--- src/rtl/cbbc_defines.svh ---
`ifndef CBBC_DEFINES_SVH
`define CBBC_DEFINES_SVH
// ==========================================================================
// Constants
`define CBBC_PC_RESET 32'h00000000
`define CBBC_PC_STEP 32'h00000002
`define CBBC_SP_RESET 4'h0
`define CBBC_BYTE_RESET 8'h00
`endif

--- src/rtl/cbbc_pkg.sv ---
package cbbc_pkg;
	// ======================================================================
	// Operation codes of the execute step.
	typedef enum logic [3:0] {
		CBBC_OP_NONE,
		CBBC_OP_BIT_XOR_CARRY,
		CBBC_OP_INV_BIT_XOR_CARRY,
		CBBC_OP_BIT_TO_CARRY,
		CBBC_OP_INV_BIT_TO_CARRY,
		CBBC_OP_CARRY_TO_BIT,
		CBBC_OP_INV_CARRY_TO_BIT,
		CBBC_OP_COND_BRANCH,
		CBBC_OP_JUMP_UNCONDITIONAL,
		CBBC_OP_RELATIVE_SUBROUTINE_CALL,
		CBBC_OP_ABSOLUTE_SUBROUTINE_CALL,
		CBBC_OP_RETURN
	} cbbc_op_t;
	// Branch condition field.
	typedef enum logic [3:0] {
		CBBC_CC_BRANCH_ALWAYS,
		CBBC_CC_BRANCH_NEVER,
		CBBC_CC_BRANCH_HIGH,
		CBBC_CC_BRANCH_LOW_OR_SAME,
		CBBC_CC_BRANCH_CARRY_CLEAR,
		CBBC_CC_BRANCH_CARRY_SET,
		CBBC_CC_BRANCH_NOT_EQUAL,
		CBBC_CC_BRANCH_EQUAL,
		CBBC_CC_BRANCH_OVERFLOW_CLEAR,
		CBBC_CC_BRANCH_OVERFLOW_SET,
		CBBC_CC_BRANCH_PLUS,
		CBBC_CC_BRANCH_MINUS,
		CBBC_CC_BRANCH_GREATER_EQUAL,
		CBBC_CC_BRANCH_LESS_THAN,
		CBBC_CC_BRANCH_GREATER_THAN,
		CBBC_CC_BRANCH_LESS_EQUAL
	} cbbc_cc_t;
	typedef struct packed {
		logic carry;
		logic [7:0] byte_out;
		logic taken;
		logic [31:0] pc;
		logic [3:0] sp;
		logic done;
		logic [31:0] push_data;
		logic push;
		logic pop;
	} cbbc_state_t;
endpackage : cbbc_pkg

--- src/rtl/cbbc_core.sv ---
`timescale 1ns/1ps
`include "cbbc_defines.svh"
// Summary of operation
// (RULE_01) Bit xor: carry becomes carry xor selected operand bit.
// (RULE_02) Inverted bit xor: carry becomes carry xor inverted operand bit.
// (RULE_03) Inverted variants take bit number only from 3-bit immediate.
// (RULE_04) Bit load: selected operand bit copied into carry.
// (RULE_05) Inverted bit load: complement of selected bit into carry.
// (RULE_06) Bit store: carry written to selected bit, others kept.
// (RULE_07) Inverted bit store: complement of carry written to selected bit.
// (RULE_08) Conditional branch taken only when condition holds; always/never.
// (RULE_09) Single-flag conditions test carry, zero, overflow or negative.
// (RULE_10) Compound conditions: C or Z, N xor V, Z or (N xor V).
// (RULE_11) Unconditional jump loads target without testing flags.
// (RULE_12) Both subroutine calls branch to target and keep return point.
// (RULE_13) Return resumes at the most recent retained return point.
// (RULE_14) Plain bit ops take bit number from immediate or register low bits.
// (RULE_15) Call pushes next instruction address; return pops it into PC.
module cbbc_core (
	input wire logic I_CLK,
	input wire logic I_RST,
	input wire logic I_VALID,
	input wire cbbc_pkg::cbbc_op_t I_OP,
	input wire cbbc_pkg::cbbc_cc_t I_COND,
	input wire logic I_BIT_FROM_REG,
	input wire logic [2:0] I_BIT_IMM,
	input wire logic [7:0] I_BIT_REG,
	input wire logic [7:0] I_OPERAND,
	input wire logic I_FLAG_C,
	input wire logic I_FLAG_Z,
	input wire logic I_FLAG_V,
	input wire logic I_FLAG_N,
	input wire logic [31:0] I_PC,
	input wire logic [31:0] I_TARGET,
	output logic O_CARRY,
	output logic [7:0] O_BYTE,
	output logic O_TAKEN,
	output logic [31:0] O_PC,
	output logic O_DONE,
	output logic O_PUSH,
	output logic O_POP,
	output logic [31:0] O_PUSH_DATA
);
	import cbbc_pkg::*;

	// ======================================================================
	// Return-point stack
	// A small stack holds return points; a seventeenth nested call
	// overwrites the oldest entry, a limit software must respect.
	logic [31:0] ret_stack [0:15];
	cbbc_state_t state;
	cbbc_state_t next_state;
	logic [2:0] bit_sel;
	logic sel_bit;
	logic cond_true;
	logic [3:0] sp_top;

	// Bit number choice: inverted forms ignore the register source.
	always_comb
	begin
		bit_sel = I_BIT_IMM; // [RULE_03]
		if (I_BIT_FROM_REG && (I_OP == CBBC_OP_BIT_XOR_CARRY ||
			I_OP == CBBC_OP_BIT_TO_CARRY || I_OP == CBBC_OP_CARRY_TO_BIT))
		begin
			bit_sel = I_BIT_REG[2:0]; // [RULE_14]
		end
		sel_bit = I_OPERAND[bit_sel];
		sp_top = state.sp - 4'h1;
	end

	// Condition evaluation from the flag inputs.
	always_comb
	begin
		case (I_COND)
			CBBC_CC_BRANCH_ALWAYS: cond_true = 1'b1; // [RULE_08]
			CBBC_CC_BRANCH_NEVER: cond_true = 1'b0; // [RULE_08]
			CBBC_CC_BRANCH_HIGH: cond_true = !(I_FLAG_C | I_FLAG_Z); // [RULE_10]
			CBBC_CC_BRANCH_LOW_OR_SAME: cond_true = I_FLAG_C | I_FLAG_Z;
			CBBC_CC_BRANCH_CARRY_CLEAR: cond_true = !I_FLAG_C; // [RULE_09]
			CBBC_CC_BRANCH_CARRY_SET: cond_true = I_FLAG_C;
			CBBC_CC_BRANCH_NOT_EQUAL: cond_true = !I_FLAG_Z;
			CBBC_CC_BRANCH_EQUAL: cond_true = I_FLAG_Z;
			CBBC_CC_BRANCH_OVERFLOW_CLEAR: cond_true = !I_FLAG_V;
			CBBC_CC_BRANCH_OVERFLOW_SET: cond_true = I_FLAG_V;
			CBBC_CC_BRANCH_PLUS: cond_true = !I_FLAG_N;
			CBBC_CC_BRANCH_MINUS: cond_true = I_FLAG_N;
			CBBC_CC_BRANCH_GREATER_EQUAL: cond_true = !(I_FLAG_N ^ I_FLAG_V);
			CBBC_CC_BRANCH_LESS_THAN: cond_true = I_FLAG_N ^ I_FLAG_V;
			CBBC_CC_BRANCH_GREATER_THAN:
				cond_true = !(I_FLAG_Z | (I_FLAG_N ^ I_FLAG_V));
			CBBC_CC_BRANCH_LESS_EQUAL:
				cond_true = I_FLAG_Z | (I_FLAG_N ^ I_FLAG_V);
			default: cond_true = 1'b0;
		endcase
	end

	// ======================================================================
	// Next-state logic
	// Carry and byte follow the input by default so a result is always the
	// operand untouched unless a store operation edits one bit.
	always_comb
	begin
		next_state = state;
		next_state.done = I_VALID;
		next_state.taken = 1'b0;
		next_state.push = 1'b0;
		next_state.pop = 1'b0;
		next_state.carry = I_FLAG_C;
		next_state.byte_out = I_OPERAND;
		next_state.pc = I_PC + `CBBC_PC_STEP;
		if (I_VALID)
		begin
			case (I_OP)
				CBBC_OP_BIT_XOR_CARRY:
					next_state.carry = I_FLAG_C ^ sel_bit; // [RULE_01]
				CBBC_OP_INV_BIT_XOR_CARRY:
					next_state.carry = I_FLAG_C ^ !sel_bit; // [RULE_02]
				CBBC_OP_BIT_TO_CARRY:
					next_state.carry = sel_bit; // [RULE_04]
				CBBC_OP_INV_BIT_TO_CARRY:
					next_state.carry = !sel_bit; // [RULE_05]
				CBBC_OP_CARRY_TO_BIT:
					next_state.byte_out[bit_sel] = I_FLAG_C; // [RULE_06]
				CBBC_OP_INV_CARRY_TO_BIT:
					next_state.byte_out[bit_sel] = !I_FLAG_C; // [RULE_07]
				CBBC_OP_COND_BRANCH:
				begin
					next_state.taken = cond_true; // [RULE_08]
					if (cond_true)
					begin
						next_state.pc = I_TARGET;
					end
				end
				CBBC_OP_JUMP_UNCONDITIONAL:
				begin
					next_state.taken = 1'b1; // [RULE_11]
					next_state.pc = I_TARGET;
				end
				CBBC_OP_RELATIVE_SUBROUTINE_CALL,
				CBBC_OP_ABSOLUTE_SUBROUTINE_CALL:
				begin
					next_state.taken = 1'b1; // [RULE_12]
					next_state.pc = I_TARGET;
					next_state.push = 1'b1; // [RULE_15]
					next_state.push_data = I_PC + `CBBC_PC_STEP;
					next_state.sp = state.sp + 4'h1;
				end
				CBBC_OP_RETURN:
				begin
					next_state.taken = 1'b1; // [RULE_13]
					next_state.pop = 1'b1; // [RULE_15]
					next_state.pc = ret_stack[sp_top];
					next_state.push_data = ret_stack[sp_top];
					next_state.sp = sp_top;
				end
				default:
				begin
					next_state.done = 1'b1;
				end
			endcase
		end
	end

	// State register with asynchronous reset to constants.
	always_ff @(posedge I_CLK or posedge I_RST)
	begin
		if (I_RST)
		begin
			state <= '0;
			state.pc <= `CBBC_PC_RESET;
			state.sp <= `CBBC_SP_RESET;
			state.byte_out <= `CBBC_BYTE_RESET;
		end
		else
		begin
			state <= next_state;
		end
	end

	// The stack array has no reset; only pushed entries are ever read.
	always_ff @(posedge I_CLK)
	begin
		if (I_VALID && (I_OP == CBBC_OP_RELATIVE_SUBROUTINE_CALL ||
			I_OP == CBBC_OP_ABSOLUTE_SUBROUTINE_CALL))
		begin
			ret_stack[state.sp] <= I_PC + `CBBC_PC_STEP; // [RULE_15]
		end
	end

	// Outputs come straight from the state register.
	assign O_CARRY = state.carry;
	assign O_BYTE = state.byte_out;
	assign O_TAKEN = state.taken;
	assign O_PC = state.pc;
	assign O_DONE = state.done;
	assign O_PUSH = state.push;
	assign O_POP = state.pop;
	assign O_PUSH_DATA = state.push_data;
endmodule : cbbc_core

--- config.mk ---
export PLATFORM = sky130hd
export DESIGN_NAME = cbbc_core
export DESIGN_NICKNAME = d
export VERILOG_FILES = /design/src/rtl/cbbc_pkg.sv /design/src/rtl/cbbc_core.sv
export VERILOG_INCLUDE_DIRS = /design/src /design/src/rtl
export SDC_FILE = /design/constraint.sdc
export NUM_CORES = 1
export LEC_CHECK = 0
export BUFFER_PORTS_ARGS = -buffer_cell sky130_fd_sc_hd__buf_2
export CORE_AREA = 10 10 213 215
export DETAILED_ROUTE_END_ITERATION = 7
export DIE_AREA = 0 0 223 225
export MAX_ROUTING_LAYER = met4
export PLACE_DENSITY_LB_ADDON = 0.1
export SYNTH_ARGS = -nofsm -noshare
export SYNTH_HDL_FRONTEND = slang
export SYNTH_SLANG_ARGS = --single-unit
--- constraint.sdc ---
create_clock -name I_CLK -period 5.4 [get_ports I_CLK]
set_input_delay 0.54 -clock I_CLK [delete_from_list [all_inputs] [get_ports I_CLK]]
set_output_delay 0.54 -clock I_CLK [all_outputs]
set_load 0.01 [all_outputs]
== After elaboration in Yosys (flattened, before gate mapping) ==
Memory sizes are Yosys's and may differ from the RTL's.
Index checks and enable logic that the tools add are counted.
Operators by class
  add/sub/neg operators: 3
  $mul: 0
  div/mod/pow operators: 0
  $lt $le $gt $ge: 2
  eq/ne operators: 26
  shift operators: 0
  mux-type cells: 19
  bitwise logic cells: 5
  reduce and logical (&&, ||, !) cells: 19
Operators with widths (number)
  $pmux W33 S3: 1
  $mux W81: 1
  $pmux W32 S2: 1
  $eq A4 B4 Y1 const B: 12
  $add A32 B2 Y32 const B: 1
  $eq A4 B3 Y1 const B: 8
  $mux W32: 1
  $bwmux W8: 2
  $eq A4 B2 Y1 const B: 4
  $pmux W1 S16: 1
  $pmux W8 S2: 1
  $eq A4 B1 Y1 const B: 2
  $logic_not A1 Y1: 8
  $pmux W4 S2: 1
  $mux W1: 6
  $add A4 B1 Y4 const B: 1
  $logic_not A4 Y1: 1
  $lt A3 B4 Y1 const B: 1
  $pmux W1 S4: 1
  $sub A4 B1 Y4 const B: 1
  $bmux W1 S3: 1
  $demux W1 S3: 1
  $ge A3 B1 Y1 const B: 1
  $logic_and A1 B1 Y1: 3
  8 further kinds: 13
Word-level totals
  register bits after elaboration: 81
  latch bits: 0
  bits in writable memories: 512
  bits in read-only memories: 0
  word-level logic and storage cells: 84
  memories kept: 1
Memories
  ret_stack: depth 16, bits a word 32, rd ports 1, clocked after memory_dff 0, write ports 1, RTL line cbbc_core.sv:50  | logic [31:0] ret_stack [0:15];

== Depth between registers and ports, before layout ==
  depth in word-level cells: 12
  mapped depth: 13
  mapped depth without buffers: 8

== Least setup slack after synthesis ==
OpenSTA, ideal clock, no wires.
  path type: input to register
  from: input port I_OP[3]
  to: memory ret_stack[1][0] (enable)
  setup time: 461 ps
  arrival time: 3892 ps
  required time: 4939 ps
  slack: 1047 ps
  stages: 7
  path buffers: 1
  cells stage by stage: nor2b_1 -> and2_1 -> o21ai_1 -> nor2_1 -> clkbuf_1 -> nand2_1 -> nor3_1
Between the ends
  word-level cells in the longest chain between the ends: 5
  elaborated cells between the ends (all ways): 6
  those cells by class: 2 x eq/ne; 2 x mux; 2 x reduce/logical
RTL lines
  start, declared: RTL line cbbc_core.sv:23  | input wire cbbc_pkg::cbbc_op_t I_OP,
  $eq A4 B4 Y1, on equally long branches: RTL line cbbc_core.sv:183, cbbc_core.sv:184
  $logic_or A1 B1 Y1 (*): RTL line cbbc_core.sv:183  | if (I_VALID && (I_OP == CBBC_OP_RELATIVE_SUBROUTINE_CALL ||
  $logic_and A1 B1 Y1 (*): RTL line cbbc_core.sv:183
  $mux W1 (*): RTL line cbbc_core.sv:183
  $mux W1 (no source line) (*)
  end, declared: RTL line cbbc_core.sv:50
Mark *: on every way between the ends. The rest lies on a longest branch, timed or not.

==> flow_metrics.py <==
metrics = {
    "critical_path": {
        "endpoint": "O_PC[16]",
        "crit_start": "state[35]",
        "cp.required_ns": 5.88,
        "crit_chain": "inv_1 -> ha_4 -> buf_4 -> mux4_2 -> mux4_2 -> nor2b_1 -> a221o_1",
        "r2r-end": "O_PC[16]",
        "crit_slowest_cell": "ha_4",
        "rrSetupSlack_ns": 1.59,
        "r2r-start": "state[35]",
        "crit_path_frequent_cell": "mux4_2",
        "crit_arrival_ns": 4.29,
        "startpoint_type": "flip-flop",
        "path_class": "flip-flop to flip-flop",
        "cp-end-kind": "flip-flop",
        "path_max_fanout": 45,
        "reg2reg_depth": 7,
        "critical-path-max-stage-delay_ns": 0.81,
    },
    "route": {
        "vias_per_cell": 6.212,
        "num_vias": 12470,
        "drt_iter0_markers": 1242,
        "detail_route.drc_violations": 0,
        "first_pass_iters": 5,
        "wl_per_cell_um": 27.85,
        "ant_nets": 0,
        "drt-total-wl_um": 55890,
    },
    "global_routing": {
        "grtUsageTotal": 0.2301,
        "grt_max_degree": 111,
        "antenna_found_initial": 0,
        "gr-total-overflow": 0,
        "first_global_vias": 13100,
        "grt_pass1_wl_um": 83930,
    },
    "yosys": {
        "ys_warn_count": 0,
        "netlist_top_cells_count": "512 x edfxtp_1, 159 x mux4_2, 81 x dfrtp_1",
        "synth_top_area_frac": 0.6287,
        "synth_edf_count": 512,
        "netlist_instances": 1270,
        "ys_ff_latch": 593,
        "synth_largest_area_cell": "edfxtp_1",
        "synth.yosys.seq_area_share": 0.7116,
        "syn-mean-instance-area_um2": 19.25,
        "synthDistinctLibCells": 48,
        "ys.flop_type": "edfxtp_1",
        "synth_nets": 1375,
        "synth_area_um2": 24450,
        "yosysMostFrequentCell": "edfxtp_1",
        "async_flop_share": 0.1366,
        "synthTopCellsByArea": "edfxtp_1 63%, mux4_2 15%, dfrtp_1 8.3%, buf_4 2.2%, a221o_1 1.6%",
    },
    "placed_design": {
        "place_hpwl_um": 32850,
        "place_congestion": 0.8405,
        "io_buffers": 170,
        "pre_cts_ws_ns": 1.536,
    },
    "cts": {
        "clk_pin_slew_ns": 0.07,
        "cts_setup_buffers": 0,
        "cts_buffer_depth": 3,
        "clk_latency_ns": 0.62,
        "cts_root_buf": "clkbuf_16",
        "cts-resized-gates": 0,
        "cts.sinks": 593,
        "htreeDepth": 2,
        "cts_buffers": 59,
        "cts_tree": "done",
    },
    "timing": {
        "worst_slew_pin_slew_ns": 1.299,
        "rsz0062_at_grt": "false",
        "fin_crit_ns": 3.813,
        "final.period_utilization": 0.7061,
        "worst_slack_ns": 1.587,
        "fin_skew_ns": 0.02027,
        "report.final.slew_viol_count": 0,
        "clock.fmax_mhz": 262.3,
        "setup_viol": 0,
        "setup_tns_ns": 0,
        "max_slew_margin": 0.1280,
        "finalHoldViolCount": 0,
    },
    "die": {
        "pin_count": 176,
        "start_util": 0.5909,
        "die_y_um": 225,
        "die_area_um2": 50180,
        "chipWidth_um": 223,
        "rows": 75,
        "core-area_um2": 41380,
    },
    "cells_and_area": {
        "n_antenna_cell": 0,
        "nets": 1524,
        "drive_above_1_share": 0.3454,
        "area_delta_synth_final_pct": 13.34,
    },
    "worst_hold_path": {
        "min_path_type": "primary input to flip-flop",
    },
    "flow_run": {
        "cap_viol_max_count": 0,
    },
    "power": {
        "power_density_nw_per_um2": 493.0,
        "peakVddDrop_uv": 510.9,
        "p_leak_nw": 9.590,
    },
    "status": {
        "outcome": "finished clean",
    },
}
## cells by family after synthesis
| logic type | count (synthesis) | share of synthesized area |
|---|---|---|
| adders and majority gates | 6 | 0.003070 |
| buffers and inverters | 148 | 0.03751 |
| AOI/OAI and AO/OA | 100 | 0.03080 |
| muxes | 198 | 0.1628 |
| xor gates and xnor gates | 38 | 0.01361 |
| and+or+nand+nor | 187 | 0.04063 |
| DFF | 593 | 0.7116 |
## metrics by stage
| step | util | hold WS [ns] | cells | power (W) | instance area (µm²) |
|---|---|---|---|---|---|
| finish | 0.6697 | 0.1542 | 2007 | 0.01366 | 27720 |
| CTS | 0.6694 | 0.1330 | 2007 | 0.01380 | 27700 |
| global placement | 0.6210 | 0.4587 | 1896 | 0.009599 | 25700 |
| floorplan | - | 0.4498 | 1270 | 0.008668 | 24450 |
| detailed placement | 0.6210 | 0.4707 | 1896 | 0.009647 | 25700 |
| global route | 0.6697 | 0.1410 | 2007 | 0.01420 | 27720 |
## cell type report
class                   instances  area (µm²)
multi-input cells             529        6321
inverters                      14       55.05
repair buffers                222        1269
fillers                      2716       13670
well taps                     539       674.4
clock inverters                29       329.1
flip-flops and latches        593       17410
clock buffers                  81        1662
## where the power goes
part | internal [W] | total [W] | switching [W] | leakage, nW
clock | 0.00248 | 0.00417 | 0.00169 | 0.974
sequential | 0.00517 | 0.00533 | 0.000157 | 5.58
combinational | 0.00218 | 0.00416 | 0.00199 | 3.03
## routing by layer
layer	track usage	wire (µm)	up-vias
met5	-	0	-
met2	0.3645	27990	430
met3	0.04047	3693	82
met1	0.3097	23090	6596
met4	0.05384	1119	0
li1	-	-	5360
## layout by cell type (no fill, tap or decap), drive strengths merged, types with 9 or more instances in the layout
cell	n
nand2	50
clkbuf	81
nand2b	9
o21ai	31
mux4	159
inv	15
xnor2	26
xor2	12
a221o	39
nor2	30
nand4	11
edfxtp	512
nand3	19
dfrtp	81
nor2b	33
clkinv	18
mux2i	32
buf	221
## worst max-delay path, delay by kind of cell (launching register included)
kind | cells | cell delay, ns
fa+ha+maj | 1 | 0.81
compound gates | 1 | 0.30
mux | 2 | 0.90
buf+inv | 2 | 0.72
simple gates | 1 | 0.16
flops | 1 | 0.76
## sequential cells by signal, indices dropped and copies added, names as in the netlist
register and cells:
state 4, O_PC 32, O_TAKEN 1, ret_stack 512, O_DONE 1, O_BYTE 8
O_POP 1, O_PUSH_DATA 32, O_CARRY 1, O_PUSH 1
## timing repair
item / in CTS / in global routing
endpoints found under the setup margin: 0 / 0
hold buffers: 1 / 0
hold endpoints to repair: 33 / 0
## how the worst min path moves through the flow
stage               startpoint              end  slack, ns  cells after the start
6_report          I_TARGET[21]         O_PC[21]       0.15                      2
3_5_place_dp   O_PUSH_DATA[11]  O_PUSH_DATA[11]       0.47                      2
4_1_cts           I_TARGET[20]         O_PC[20]       0.13                      2
2_1_floorplan  O_PUSH_DATA[27]  O_PUSH_DATA[27]       0.45                      2
3_3_place_gp   O_PUSH_DATA[29]  O_PUSH_DATA[29]       0.46                      1
5_1_grt                I_VALID           O_DONE       0.14                      1
Note: power is estimated with default switching activity, not from simulation.
